==> config.mk <==
export PLATFORM = sky130hd
export DESIGN_NAME = tpw_timer
export DESIGN_NICKNAME = d
export VERILOG_FILES = /design/src/tpw_pkg.sv /design/src/tpw_timer.sv
export SDC_FILE = /design/constraint.sdc
export NUM_CORES = 1
export LEC_CHECK = 0
export ABC_AREA = 1
export BUFFER_PORTS_ARGS = -buffer_cell sky130_fd_sc_hd__buf_2
export CORE_ASPECT_RATIO = 1.25
export CORE_MARGIN = 8
export CORE_UTILIZATION = 40
export DETAILED_ROUTE_END_ITERATION = 12
export PLACE_DENSITY = 0.56
export SYNTH_ARGS = -nofsm -noshare
export SYNTH_HDL_FRONTEND = slang
export SYNTH_SLANG_ARGS = --single-unit
export TNS_END_PERCENT = 20
==> constraint.sdc <==
create_clock -name i_clk_sys -period 2.4 [get_ports i_clk_sys]
set_clock_uncertainty 0.15 [all_clocks]
set_input_delay 0.72 -clock i_clk_sys [delete_from_list [all_inputs] [get_ports i_clk_sys]]
set_output_delay 0.72 -clock i_clk_sys [all_outputs]
set_load 0.005 [all_outputs]
==> src/tpw_pkg.sv <==
/*
 * Shared constants and types of the timer compare, PWM and interrupt
 * block: register indices, control and flag layouts, counter values.
 * Assumes an 8-bit register port with a 4-bit register index.
 */
`default_nettype none

package tpw_pkg;

    // ==========================================================
    // Register indices
    localparam logic [3:0] ADR_CTL_ONE = 4'h0;
    localparam logic [3:0] ADR_CTL_TWO = 4'h1;
    localparam logic [3:0] ADR_STATUS  = 4'h2;
    localparam logic [3:0] ADR_CAP1_HI = 4'h3;
    localparam logic [3:0] ADR_CAP1_LO = 4'h4;
    localparam logic [3:0] ADR_CMP1_HI = 4'h5;
    localparam logic [3:0] ADR_CMP1_LO = 4'h6;
    localparam logic [3:0] ADR_CMP2_HI = 4'h7;
    localparam logic [3:0] ADR_CMP2_LO = 4'h8;
    localparam logic [3:0] ADR_CNT_HI  = 4'h9;
    localparam logic [3:0] ADR_CNT_LO  = 4'hA;
    localparam logic [3:0] ADR_ALT_HI  = 4'hB;
    localparam logic [3:0] ADR_ALT_LO  = 4'hC;
    localparam logic [3:0] ADR_CAP2_HI = 4'hD;
    localparam logic [3:0] ADR_CAP2_LO = 4'hE;

    // ==========================================================
    // Values
    localparam logic [15:0] CNT_RESET  = 16'hFFFC;
    localparam logic [15:0] CNT_MAX    = 16'hFFFF;
    localparam logic [15:0] CMP_RESET  = 16'h8000;
    localparam logic [7:0]  RD_NONE    = 8'h00;
    localparam logic [2:0]  PRE_MASK_2 = 3'h1;
    localparam logic [2:0]  PRE_MASK_4 = 3'h3;
    localparam logic [2:0]  PRE_MASK_8 = 3'h7;

    // ==========================================================
    // Timer clock select
    typedef enum logic [1:0] {
        TPW_CS_DIV4 = 2'h0,
        TPW_CS_DIV2 = 2'h1,
        TPW_CS_DIV8 = 2'h2,
        TPW_CS_EXT  = 2'h3
    } tpw_clk_sel_t;

    // ==========================================================
    // Register layouts, bit 7 first
    typedef struct packed {
        logic capture_irq_enable;
        logic match_irq_enable;
        logic overflow_irq_enable;
        logic force_second_output;
        logic force_first_output;
        logic second_output_level;
        logic first_capture_edge_select;
        logic first_output_level;
    } tpw_ctl_one_t;

    typedef struct packed {
        logic         first_compare_pin_enable;
        logic         second_compare_pin_enable;
        logic         single_pulse_select;
        logic         pwm_select;
        tpw_clk_sel_t timer_clock_select;
        logic         second_capture_edge_select;
        logic         ext_clock_edge_select;
    } tpw_ctl_two_t;

    typedef struct packed {
        logic first_capture_flag;
        logic first_match_flag;
        logic overflow_flag;
        logic second_capture_flag;
        logic second_match_flag;
    } tpw_flags_t;

    // Synchronised pins: ext clock, capture 2, capture 1
    typedef struct packed {
        logic ext;
        logic cap2;
        logic cap1;
    } tpw_pins_t;

    typedef struct packed {
        tpw_ctl_one_t ctl1;
        tpw_ctl_two_t ctl2;
        tpw_flags_t   flg;
        tpw_flags_t   arm;
        logic         tdis;
        logic [15:0]  cnt;
        logic [2:0]   pre;
        logic [15:0]  cap1;
        logic [15:0]  cap2;
        logic [15:0]  cmp1;
        logic [15:0]  cmp2;
        logic [15:0]  sh1;
        logic [15:0]  sh2;
        logic         lock1;
        logic         lock2;
        tpw_pins_t    sy1;
        tpw_pins_t    sy2;
        tpw_pins_t    sy3;
        logic         halt_d;
        logic [1:0]   harm;
        logic         pin1;
        logic         pin2;
        logic         oe1;
        logic         oe2;
        logic [7:0]   rdata;
        logic         irq;
        logic         wwake;
    } tpw_state_t;

endpackage : tpw_pkg

`default_nettype wire

==> src/tpw_timer.sv <==
/*
 * 16-bit timer with two captures, two compares, PWM and single-pulse
 * generation, power-state handling and one shared interrupt request.
 * Assumes CPU-clock register port (read data one cycle later) and
 * asynchronous pins that are synchronised here.
 */
// The plain strobed port and the address map are this design's own decisions.
// Function
// - PWM with level1 high, level2 low: high pulse of compare2 minus compare1
// - PWM with equal levels: compare-1 pin stays constant
// - PWM period equals compare-2 value plus 5 timer ticks; level-2 part compare-1 value plus 5
// - PWM: compare-2 match reloads counter with FFFC
// - PWM never sets either match flag
// - PWM: compare-2 match sets capture flag 1
// - PWM disconnects capture pin 1; capture 2 still works
// - PWM and single pulse both set: PWM only
// - Wait leaves timer running; enabled interrupt wakes from wait
// - Halt freezes counter; halt exit resumes from frozen count
// - Capture edge during halt arms; capture at halt exit
// - Flags share their enables; wake wait, never halt
// - One interrupt request, gated by enable and CPU mask
// - Capture1 unavailable in PWM; compare1 unavailable in single-pulse and PWM
// - Three control/status registers and six 16-bit data pairs
// - Bit 7 enables capture flag interrupts
// - Bit 6 enables match flag interrupts
// - Bit 5 enables overflow interrupt
// - Force bits copy output levels to enabled compare pins outside PWM and single pulse
// - Level2 drives compare-2 pin, or compare-1 pin in PWM/single
// - Bit 1 picks capture-1 edge: 0 falling, 1 rising
// - Level1 drives compare-1 pin on first-compare match
// - Clock select: /4, /2, /8, external clock
// - PWM compare values move to shadows only at period end
// - Overflow flag on counter roll from FFFF to 0000
`timescale 1ns/1ps
`default_nettype none

module tpw_timer
    import tpw_pkg::*;
(
    // Clock and reset
    input  wire logic       i_clk_sys,
    input  wire logic       i_rst_n,
    // Register port
    input  wire logic [3:0] i_addr,
    input  wire logic [7:0] i_wdata,
    input  wire logic       i_wr,
    input  wire logic       i_rd,
    output var  logic [7:0] o_rdata,
    // CPU power state and mask
    input  wire logic       i_wait,
    input  wire logic       i_halt,
    input  wire logic       i_irq_mask,
    // Pins
    input  wire logic       i_first_capture_pin,
    input  wire logic       i_second_capture_pin,
    input  wire logic       i_ext_clk,
    output var  logic       o_first_compare_pin,
    output var  logic       o_first_compare_pin_oe,
    output var  logic       o_second_compare_pin,
    output var  logic       o_second_compare_pin_oe,
    // Interrupt
    output var  logic       o_irq,
    output var  logic       o_wait_wake
);

    // ==========================================================
    // State
    tpw_state_t r;
    tpw_state_t n;

    logic       pwm_on;
    logic       single_on;
    logic       run;
    logic       tick;
    logic       m1;
    logic       m2;
    logic       cap1_ev;
    logic       cap2_ev;
    logic       ext_ev;
    logic       halt_exit;
    logic [2:0] pre_mask;
    tpw_pins_t  rise;
    tpw_pins_t  fall;
    logic [7:0] rd_mux;

    // ==========================================================
    // Events
    always_comb begin
        pwm_on    = r.ctl2.pwm_select;
        single_on = r.ctl2.single_pulse_select && !pwm_on;
        run       = !i_halt && !r.tdis;
        rise      = r.sy2 & ~r.sy3;
        fall      = ~r.sy2 & r.sy3;
        cap1_ev   = r.ctl1.first_capture_edge_select
                    ? rise.cap1 : fall.cap1;
        cap2_ev   = r.ctl2.second_capture_edge_select
                    ? rise.cap2 : fall.cap2;
        ext_ev    = r.ctl2.ext_clock_edge_select
                    ? rise.ext : fall.ext;
        halt_exit = r.halt_d && !i_halt;
        unique case (r.ctl2.timer_clock_select)
            TPW_CS_DIV4: pre_mask = PRE_MASK_4;
            TPW_CS_DIV2: pre_mask = PRE_MASK_2;
            TPW_CS_DIV8: pre_mask = PRE_MASK_8;
            TPW_CS_EXT:  pre_mask = PRE_MASK_8;
        endcase
        if (r.ctl2.timer_clock_select == TPW_CS_EXT) begin
            tick = run && ext_ev;
        end else begin
            tick = run && ((r.pre & pre_mask) == pre_mask);
        end
        m1 = tick && (r.cnt == r.sh1) && (pwm_on || !r.lock1);
        m2 = tick && (r.cnt == r.sh2) && (pwm_on || !r.lock2);
    end

    // ==========================================================
    // Read mux
    always_comb begin
        unique case (i_addr)
            ADR_CTL_ONE: rd_mux = r.ctl1;
            ADR_CTL_TWO: rd_mux = r.ctl2;
            ADR_STATUS:  rd_mux = {r.flg, r.tdis, 2'h0};
            ADR_CAP1_HI: rd_mux = r.cap1[15:8];
            ADR_CAP1_LO: rd_mux = r.cap1[7:0];
            ADR_CMP1_HI: rd_mux = r.cmp1[15:8];
            ADR_CMP1_LO: rd_mux = r.cmp1[7:0];
            ADR_CMP2_HI: rd_mux = r.cmp2[15:8];
            ADR_CMP2_LO: rd_mux = r.cmp2[7:0];
            ADR_CNT_HI:  rd_mux = r.cnt[15:8];
            ADR_CNT_LO:  rd_mux = r.cnt[7:0];
            ADR_ALT_HI:  rd_mux = r.cnt[15:8];
            ADR_ALT_LO:  rd_mux = r.cnt[7:0];
            ADR_CAP2_HI: rd_mux = r.cap2[15:8];
            ADR_CAP2_LO: rd_mux = r.cap2[7:0];
            default:     rd_mux = RD_NONE;
        endcase
    end

    // ==========================================================
    // Next state
    always_comb begin
        n        = r;
        n.sy1    = '{ext: i_ext_clk, cap2: i_second_capture_pin,
                     cap1: i_first_capture_pin};
        n.sy2    = r.sy1;
        n.sy3    = r.sy2;
        n.halt_d = i_halt;
        n.rdata  = i_rd ? rd_mux : RD_NONE;
        if (run) begin
            n.pre = r.pre + 3'h1;
        end

        // Flag clearing: status read arms, low-byte access clears
        if (i_rd && (i_addr == ADR_STATUS)) begin
            n.arm = r.arm | r.flg;
        end
        if ((i_rd || i_wr) && r.arm.first_capture_flag
            && (i_addr == ADR_CAP1_LO)) begin
            n.flg.first_capture_flag = 1'b0;
            n.arm.first_capture_flag = 1'b0;
        end
        if ((i_rd || i_wr) && r.arm.first_match_flag
            && (i_addr == ADR_CMP1_LO)) begin
            n.flg.first_match_flag = 1'b0;
            n.arm.first_match_flag = 1'b0;
        end
        if ((i_rd || i_wr) && r.arm.overflow_flag
            && (i_addr == ADR_CNT_LO)) begin
            n.flg.overflow_flag = 1'b0;
            n.arm.overflow_flag = 1'b0;
        end
        if ((i_rd || i_wr) && r.arm.second_capture_flag
            && (i_addr == ADR_CAP2_LO)) begin
            n.flg.second_capture_flag = 1'b0;
            n.arm.second_capture_flag = 1'b0;
        end
        if ((i_rd || i_wr) && r.arm.second_match_flag
            && (i_addr == ADR_CMP2_LO)) begin
            n.flg.second_match_flag = 1'b0;
            n.arm.second_match_flag = 1'b0;
        end

        // Register writes
        if (i_wr) begin
            unique case (i_addr)
                ADR_CTL_ONE: n.ctl1 = i_wdata;
                ADR_CTL_TWO: n.ctl2 = i_wdata;
                ADR_STATUS:  n.tdis = i_wdata[2];
                ADR_CMP1_HI: begin
                    n.cmp1[15:8] = i_wdata;
                    n.lock1      = 1'b1;
                end
                ADR_CMP1_LO: begin
                    n.cmp1[7:0] = i_wdata;
                    n.lock1     = 1'b0;
                end
                ADR_CMP2_HI: begin
                    n.cmp2[15:8] = i_wdata;
                    n.lock2      = 1'b1;
                end
                ADR_CMP2_LO: begin
                    n.cmp2[7:0] = i_wdata;
                    n.lock2     = 1'b0;
                end
                ADR_CNT_LO:  n.cnt = CNT_RESET;
                ADR_ALT_LO:  n.cnt = CNT_RESET;
                default:     n.pre = n.pre;
            endcase
        end

        // Shadows follow outside PWM; in PWM only at period end
        if (!pwm_on || m2) begin
            if (!r.lock1) begin
                n.sh1 = r.cmp1;
            end
            if (!r.lock2) begin
                n.sh2 = r.cmp2;
            end
        end

        // Counting
        if (tick) begin
            if (pwm_on && m2) begin
                n.cnt = CNT_RESET;
            end else begin
                n.cnt = r.cnt + 16'h0001;
                if (r.cnt == CNT_MAX) begin
                    n.flg.overflow_flag = 1'b1;
                end
            end
        end

        // Compare and waveform
        if (pwm_on) begin
            if (m1) begin
                n.pin1 = r.ctl1.first_output_level;
            end
            if (m2) begin
                n.pin1 = r.ctl1.second_output_level;
                n.flg.first_capture_flag = 1'b1;
            end
        end else if (single_on) begin
            if (m1) begin
                n.pin1 = r.ctl1.first_output_level;
            end
            if (m2) begin
                n.flg.second_match_flag = 1'b1;
            end
            if (cap1_ev && run) begin
                n.cap1 = r.cnt;
                n.cnt  = CNT_RESET;
                n.pin1 = r.ctl1.second_output_level;
                n.flg.first_capture_flag = 1'b1;
            end
        end else begin
            if (m1) begin
                n.pin1 = r.ctl1.first_output_level;
                n.flg.first_match_flag = 1'b1;
            end
            if (m2) begin
                n.pin2 = r.ctl1.second_output_level;
                n.flg.second_match_flag = 1'b1;
            end
            if (r.ctl1.force_first_output) begin
                n.pin1 = r.ctl1.first_output_level;
            end
            if (r.ctl1.force_second_output) begin
                n.pin2 = r.ctl1.second_output_level;
            end
            if (cap1_ev && run) begin
                n.cap1 = r.cnt;
                n.flg.first_capture_flag = 1'b1;
            end
        end

        // Capture 2 in all modes; capture pin 1 ignored in PWM
        if (cap2_ev && run) begin
            n.cap2 = r.cnt;
            n.flg.second_capture_flag = 1'b1;
        end

        // Halt: edges arm, capture taken at exit
        if (i_halt) begin
            if (cap1_ev && !pwm_on) begin
                n.harm[0] = 1'b1;
            end
            if (cap2_ev) begin
                n.harm[1] = 1'b1;
            end
        end
        if (halt_exit) begin
            n.harm = 2'h0;
            if (r.harm[0]) begin
                n.cap1 = r.cnt;
                n.flg.first_capture_flag = 1'b1;
            end
            if (r.harm[1]) begin
                n.cap2 = r.cnt;
                n.flg.second_capture_flag = 1'b1;
            end
        end

        // Pin enables
        n.oe1 = n.ctl2.first_compare_pin_enable && !n.tdis;
        n.oe2 = n.ctl2.second_compare_pin_enable && !n.tdis;

        // Shared request and wake from wait
        n.irq = !i_irq_mask && (
            (n.ctl1.capture_irq_enable
             && (n.flg.first_capture_flag
                 || n.flg.second_capture_flag))
            || (n.ctl1.match_irq_enable
                && (n.flg.first_match_flag
                    || n.flg.second_match_flag))
            || (n.ctl1.overflow_irq_enable
                && n.flg.overflow_flag));
        n.wwake = n.irq && i_wait && !i_halt;
    end

    // ==========================================================
    // Registers
    always_ff @(posedge i_clk_sys or negedge i_rst_n) begin
        if (!i_rst_n) begin
            r      <= '0;
            r.cnt  <= CNT_RESET;
            r.cmp1 <= CMP_RESET;
            r.cmp2 <= CMP_RESET;
            r.sh1  <= CMP_RESET;
            r.sh2  <= CMP_RESET;
        end else begin
            r <= n;
        end
    end

    // ==========================================================
    // Outputs
    always_comb begin
        o_rdata                 = r.rdata;
        o_first_compare_pin     = r.pin1;
        o_first_compare_pin_oe  = r.oe1;
        o_second_compare_pin    = r.pin2;
        o_second_compare_pin_oe = r.oe2;
        o_irq                   = r.irq;
        o_wait_wake             = r.wwake;
    end

    // ==========================================================
    // Checks
    a_pwm_no_match: assert property (
        @(posedge i_clk_sys) disable iff (!i_rst_n)
        (pwm_on && !r.flg.first_match_flag && !r.flg.second_match_flag)
        |=> (!r.flg.first_match_flag && !r.flg.second_match_flag))
        else $error("match flag set in PWM");

    a_pwm_reload: assert property (
        @(posedge i_clk_sys) disable iff (!i_rst_n)
        (pwm_on && m2 && !(i_wr && (i_addr == ADR_CNT_LO)))
        |=> (r.cnt == CNT_RESET))
        else $error("PWM period end did not reload counter");

    a_pwm_cap_flag: assert property (
        @(posedge i_clk_sys) disable iff (!i_rst_n)
        (pwm_on && m2) |=> r.flg.first_capture_flag)
        else $error("PWM period end did not set capture flag 1");

    a_pwm_level: assert property (
        @(posedge i_clk_sys) disable iff (!i_rst_n)
        (pwm_on && m2) |=> (r.pin1 == $past(r.ctl1.second_output_level)))
        else $error("PWM pin not at level 2 after period end");

    a_overflow_set: assert property (
        @(posedge i_clk_sys) disable iff (!i_rst_n)
        (tick && (r.cnt == CNT_MAX) && !(pwm_on && m2))
        |=> r.flg.overflow_flag)
        else $error("overflow flag not set on roll-over");

    a_halt_freeze: assert property (
        @(posedge i_clk_sys) disable iff (!i_rst_n)
        (i_halt && !i_wr) |=> (r.cnt == $past(r.cnt)))
        else $error("counter moved during halt");

    a_irq_gate: assert property (
        @(posedge i_clk_sys) disable iff (!i_rst_n)
        o_irq |-> !$past(i_irq_mask))
        else $error("interrupt raised while masked");

    a_cap1_edge: assert property (
        @(posedge i_clk_sys) disable iff (!i_rst_n)
        (!pwm_on && run && r.ctl1.first_capture_edge_select && rise.cap1)
        |=> (r.flg.first_capture_flag && (r.cap1 == $past(r.cnt))))
        else $error("rising edge did not capture");

    a_force_out: assert property (
        @(posedge i_clk_sys) disable iff (!i_rst_n)
        (!pwm_on && !single_on && r.ctl1.force_first_output && !i_wr)
        |=> (o_first_compare_pin == $past(r.ctl1.first_output_level)))
        else $error("forced level not on compare pin 1");

    a_read_ctl: assert property (
        @(posedge i_clk_sys) disable iff (!i_rst_n)
        (i_rd && (i_addr == ADR_CTL_ONE)) |=> (o_rdata == $past(r.ctl1)))
        else $error("control one read back wrong");

endmodule : tpw_timer

`default_nettype wire

==> impl_metrics.json, run 1 <==
{
  "synth-async-reset-ratio_pct": 100,
  "tritoncts.num_buffers": 17,
  "cts.sinks": 170,
  "setup_fix_bufs_post_cts": 0,
  "synth_largest_type_area_fraction_pct": 46.7,
  "grt_pass1_wl_um": 40700,
  "drive_gt1_share_pct": 18.1,
  "yosys_register_bits": 170,
  "setup_slack_ns": 0.113,
  "hold_class": "in2async",
  "antenna_cells": 0,
  "count_leader_synth": "nand2_1",
  "postSynth.topFlopCell": "dfrtp_1",
  "grt_overflow_total": 0,
  "remaining_drc_errors": 0,
  "core_region_area_sq_mm": 0.0200,
  "antenna_violating_nets_post_route": 0,
  "peakVddDrop_v": 0.000537,
  "highest_layer": "met4",
  "finalHoldViolations": 0,
  "via_count_of_the_routed_design": 7036,
  "period_minus_slack_ns": 2.29,
  "final_core_util_pct": 48.9,
  "chipWidth_um": 144,
  "ctsRootBufferMaster": "clkbuf_16",
  "worst-slew-pin-transition_ns": 0.509,
  "power.density_cell_area_mw_per_mm2": 1100,
  "worst_hold_slack_after_final_layout_ns": 0.0456,
  "hold_bufs_inserted_after_cts": 0,
  "antenna_violations_before_repair": 0,
  "ys_top_cells_by_area": "dfrtp_1 (47%), nand2_1 (12%), o21ai_0 (8.2%)",
  "number_of_flops_mapped_to_enable_cells_by_yosys": 0,
  "globalRouteTotalUtil_pct": 21.8,
  "synth_nets": 1006,
  "critPathRequiredTime_ns": 2.63,
  "max-slew-margin-rel_pct": 66.0,
  "critPathKind": "reg2reg",
  "post_synth_inst_count": 982,
  "numPortBuffers": 35,
  "ctsHtreeMaxLevel": 4,
  "clk_path_buf_depth": 2,
  "synth_top_area_cell": "dfrtp_1",
  "detail_route.wirelength.met1_um": 10900,
  "setup_total_negative_slack_ns": 0,
  "grt_start_max_net_pins": 47,
  "final_cells": 1365,
  "drtIter0Drc": 570,
  "design.final.nets": 1106,
  "die-area_sq_mm": 0.0252,
  "clock_latency_ns": 0.45,
  "start_util_pct": 40.6,
  "num_io_pins": 36,
  "routed_via_count_divided_by_cell_count": 5.15,
  "fmaxAchievable_mhz": 437,
  "avgRoutedWirePerCell_um": 18.9,
  "rsz0062_at_grt": "true",
  "detailroute.wirelength.met2_um": 12400,
  "synth_seq_area_share_pct": 52.6,
  "totalWireLength_um": 25900,
  "yosys_warns": 0,
  "via_count_of_the_first_global_routing_pass": 7075,
  "cts.clk_slew.worst_paths_ns": 0.08,
  "avg_cell_area_syn_sq_um": 8.29,
  "tritoncts": "built",
  "detailedPlacementHpwl_um": 20300,
  "floorplan.die.height_um": 175,
  "std_cell_rows": 58,
  "worstSetupEndpointType": "flip-flop",
  "flow.area_growth_from_synthesis_pct": 20.4,
  "placedCellCount": 1333,
  "synthTopCellsByCount": "nand2_1 (255), dfrtp_1 (152), inv_1 (142)",
  "worst-path-max-fanout": 5,
  "slew_viol_final": 0,
  "syn-cell-area_sq_mm": 0.00814,
  "drt_pass1_iterations": 5,
  "synth_cell_type_count": 36,
  "status": "finished, final reports clean",
  "met3_wirelength_um": 1340,
  "setup_viol": 0,
  "preCtsSetupSlack_ns": -0.157,
  "layout_worst_path_cycle_share_pct": 95.3,
  "max_cap_violations": 0,
  "static_leakage_nw": 4.87,
  "place_congestion": 0.917,
  "start_kind": "flip-flop",
  "worst_ep_arrival_time_ns": 2.52
}
-- through the flow --
stage	cell area, sq um	power (mW)
floorplan	8140	6.52
global placement	9150	7.88
detailed placement	9150	7.92
CTS	9760	10.8
global route	9790	11.4
finish	9790	10.7
-- metal layers --
| metal | vias up | track usage, % |
|---|---|---|
| met5 | - | 0 |
| met4 | 0 | 11.7 |
| met3 | 62 | 3.97 |
| met2 | 243 | 35.2 |
| met1 | 3369 | 27.2 |
| li1 | 3362 | - |
-- flip-flops by register name, indices dropped and copies added, names as in the netlist --
| register | cells |
|---|---|
| o_first_compare_pin_oe | 1 |
| o_wait_wake | 1 |
| o_irq | 1 |
| n | 6 |
| o_rdata | 8 |
| pwm_on | 1 |
| o_second_compare_pin_oe | 1 |
| o_second_compare_pin | 1 |
| r | 149 |
| o_first_compare_pin | 1 |
-- final timing paths --
check                         from     endpoint  slack, ns  cells after the start
setup reg to reg            r[129]  o_wait_wake       0.11                     12
setup / recovery            r[129]  o_wait_wake       0.11                     12
max in group asynchronous  i_rst_n       r[130]       1.37                      2
min in group i_clk_sys       n[20]        n[17]       0.20                      0
hold reg to reg              n[20]        n[17]       0.20                      0
hold / removal             i_rst_n        n[21]       0.05                      1
-- worst max-delay path: stages, from the launching register on --
cell     delay [ns]
dfstp_2        0.64
nand2_1        0.11
nor3_2         0.20
nand2_1        0.11
nor2_2         0.12
nand3_1        0.22
nor2_1         0.17
nand2_1        0.07
nand2_1        0.09
nand2_1        0.08
nand3_1        0.12
nand2_1        0.07
nor2_1         0.08
-- what timing repair did --
item                                    in CTS  in global routing
endpoints found under the setup margin       3                 45
gates resized for setup                      1                 11
pin swaps                                    0                  2
-- kinds of logic (layout without fill, tap and decap cells) --
kind of cell,after synthesis,count (layout),share of synthesized area [%]
and+or+nand+nor,378,378,19.0
AOI/OAI and AO/OA,212,212,14.5
buffers and inverters,185,298,9.43
DFF,170,170,52.6
xor gates and xnor gates,30,30,3.23
muxes,5,5,0.923
adders and majority gates,2,2,0.308
-- placed cells by master (no fill, tap or decap), types with 4 or more instances in the layout --
master / instances
dfrtp_1: 150
a31oi_1: 7
buf_2: 34
buf_12: 6
xnor2_1: 18
nand3_1: 28
inv_1: 142
buf_4: 77
nand2_1: 253
o22ai_1: 28
o21ai_0: 134
nor3_1: 11
nor2_1: 58
nor4_1: 4
nand4_1: 8
a21oi_1: 14
clkbuf_16: 17
inv_8: 5
mux2_4: 5
a221oi_1: 11
o21ai_1: 8
xor2_1: 12
dfstp_2: 18
-- where the power goes --
part / switching, mW / internal, mW / total, mW
clock: 1.31 / 1.49 / 2.80
sequential: 0.712 / 3.89 / 4.60
combinational: 2.00 / 1.33 / 3.33
-- area by class of cell --
cell class	count	area (sq um)
Clock buffer	17	425
Clock inverter	15	175
Fill cell	2040	10200
Inverter	146	551
Multi-Input combinational cell	627	3120
Sequential cell	170	4280
Tap cell	270	338
Timing Repair Buffer	120	902
Note: power is estimated with default switching activity, not from simulation.
==> run 2, diff against run 1 <==
PLACE_DENSITY = unset   (was 0.56)
==> run 2 against run 1 <==
Highest routed layer unchanged; routed wire length shrank 0.51%; design area shrank 0.63%; first-iteration DRC count grew 21%; clock-buffer cell count grew 1; critical endpoint is now o_first_compare_pin.
==> impl_metrics.json, run 2 (synthesis results as in run 1) <==
{
  "critPathKind": "reg2reg",
  "core_region_area_sq_mm": 0.0200,
  "totalWireLength_um": 25700,
  "status": "finished, final reports clean",
  "placedCellCount": 1332,
  "antenna_violations_before_repair": 0,
  "drive_gt1_share_pct": 17.6,
  "setup_fix_bufs_post_cts": 0,
  "start_kind": "flip-flop",
  "registers.top_by_ff_count": "r",
  "design.final.nets": 1105,
  "antenna_cells": 0,
  "worstSetupEndpointType": "flip-flop",
  "place_congestion": 0.986,
  "design_power_total_mw": 10.7,
  "grt_pass1_wl_um": 40300,
  "clock_latency_ns": 0.43,
  "reg2reg_slack_ns": 0.1,
  "ctsHtreeMaxLevel": 4,
  "antenna_violating_nets_post_route": 0,
  "rr_worst_depth": 10,
  "grt_start_max_net_pins": 49,
  "drtIter0Drc": 691,
  "static_leakage_nw": 4.86,
  "grt_overflow_total": 0,
  "cts.sinks": 170,
  "flow.area_growth_from_synthesis_pct": 19.6,
  "finalHoldViolations": 0,
  "worst_path_max_delay_cell": "dfstp_2",
  "tritoncts.num_buffers": 17,
  "fmaxAchievable_mhz": 434,
  "peakVddDrop_v": 0.000473,
  "crit_family": "flip-flops",
  "max-slew-margin-rel_pct": 61.5,
  "setup_viol": 0,
  "worst-slew-pin-transition_ns": 0.576,
  "largest_reg_flops": 149,
  "num_io_pins": 36,
  "rsz0062_at_grt": "true",
  "remaining_drc_errors": 0,
  "start_util_pct": 40.6,
  "cts.clk_slew.worst_paths_ns": 0.07,
  "numPortBuffers": 35,
  "path_cells": "inv_1 > o21ai_0 > nor2_1 > nand3_1 > nor2_2 > nand3_1 > buf_4 > inv_1 > o21ai_0 > nand3_1",
  "globalRouteTotalUtil_pct": 21.3,
  "ctsRootBufferMaster": "clkbuf_16",
  "drt_pass1_iterations": 5,
  "die-area_sq_mm": 0.0252,
  "clk_path_buf_depth": 2,
  "crit_buf_inv": 3,
  "cp.depth": 10,
  "worst_hold_slack_after_final_layout_ns": 0.0830,
  "power.density_cell_area_mw_per_mm2": 1100,
  "worst_ep_arrival_time_ns": 2.46,
  "via_count_of_the_routed_design": 7063,
  "std_cell_rows": 58,
  "layout_worst_path_cycle_share_pct": 96.0,
  "critPathRequiredTime_ns": 2.56,
  "avgRoutedWirePerCell_um": 18.9,
  "routed_via_count_divided_by_cell_count": 5.18,
  "final_cells": 1364,
  "max_cap_violations": 0,
  "tritoncts": "built",
  "chipWidth_um": 144,
  "detailedPlacementHpwl_um": 19900,
  "reg2reg_to": "o_first_compare_pin",
  "worst-path-max-fanout": 9,
  "timing.rr.start": "r[135]",
  "floorplan.die.height_um": 175,
  "hold_class": "in2async",
  "layout_common_cells": "nand2_1 (255), dfrtp_1 (151), inv_1 (142)",
  "num-fill-cells": 1947,
  "period_minus_slack_ns": 2.30,
  "via_count_of_the_first_global_routing_pass": 7174,
  "slew_viol_final": 0,
  "slowest_delay_ns": 0.66,
  "final_common_cell": "nand2_1",
  "cp_common_cell": "nand3_1"
}
run 2: cell types whose count changed in the layout (fill, tap and decap cells not counted), moves of 2 or more:
cell	previous run	this run
buf_4	77	79
inv_6	3	7
buf_6	3	1
nand2_1	253	255
clkinv_4	2	0
clkinv_8	2	0
run 2: stage by stage:
step / util (%) / setup slack (ns) / cell area, sq um / TNS, ns
after global routing: 48.6 / -0.0823 / 9730 / -0.445
after CTS: 48.5 / 0.0654 / 9720 / 0
final: 48.6 / 0.0963 / 9730 / 0
after detailed placement: 45.6 / -0.0381 / 9130 / -0.276
after global placement: 45.6 / -0.0150 / 9130 / -0.0412
after floorplan: - / 0.251 / 8140 / 0
run 2: metal layers:
metal | vias up | wire (um) | track usage, %
met3 | 52 | 1430 | 3.69
met4 | 0 | 1100 | 10.5
met2 | 278 | 12400 | 35.2
met5 | - | 0 | 0
met1 | 3369 | 10800 | 26.4
li1 | 3364 | - | -
run 2: power by group:
part           total (mW)  switching (mW)  internal, mW
logic                3.33            2.01          1.32
registers            4.62           0.729          3.89
clock network        2.80            1.29          1.51
total                10.7            4.02          6.71
run 2: worst register-to-register path, delay by kind of cell, from the launching register on:
kind	cells	cell delay, ns
flip-flops	1	0.66
AND/OR/NAND/NOR	5	0.62
AO/OA/AOI/OAI	2	0.39
buffers and inverters	3	0.36
run 2: area by class of cell:
type / instances / area (sq um) / share of cell area [%]
Sequential cell: 170 / 4280 / 44.0
Multi-Input combinational cell: 627 / 3110 / 31.9
Timing Repair Buffer: 119 / 875 / 8.99
Inverter: 146 / 548 / 5.63
Clock buffer: 18 / 439 / 4.51
Tap cell: 270 / 338 / 3.47
Clock inverter: 14 / 146 / 1.50
run 2: how the worst max path moves through the flow:
stage	slack [ns]	to	from
after global routing	-0.08	o_first_compare_pin	r[132]
final	0.1	o_first_compare_pin	r[135]
after detailed placement	-0.04	r[48]	i_halt
after global placement	-0.01	o_wait_wake	i_halt
after CTS	0.07	o_first_compare_pin	r[128]
after floorplan	0.25	r[37]	i_halt
run 2: repair_timing:
action,4_1_cts,5_1_grt
gates resized for setup,0,5
endpoints found under the setup margin,0,38
hold buffers,0,0
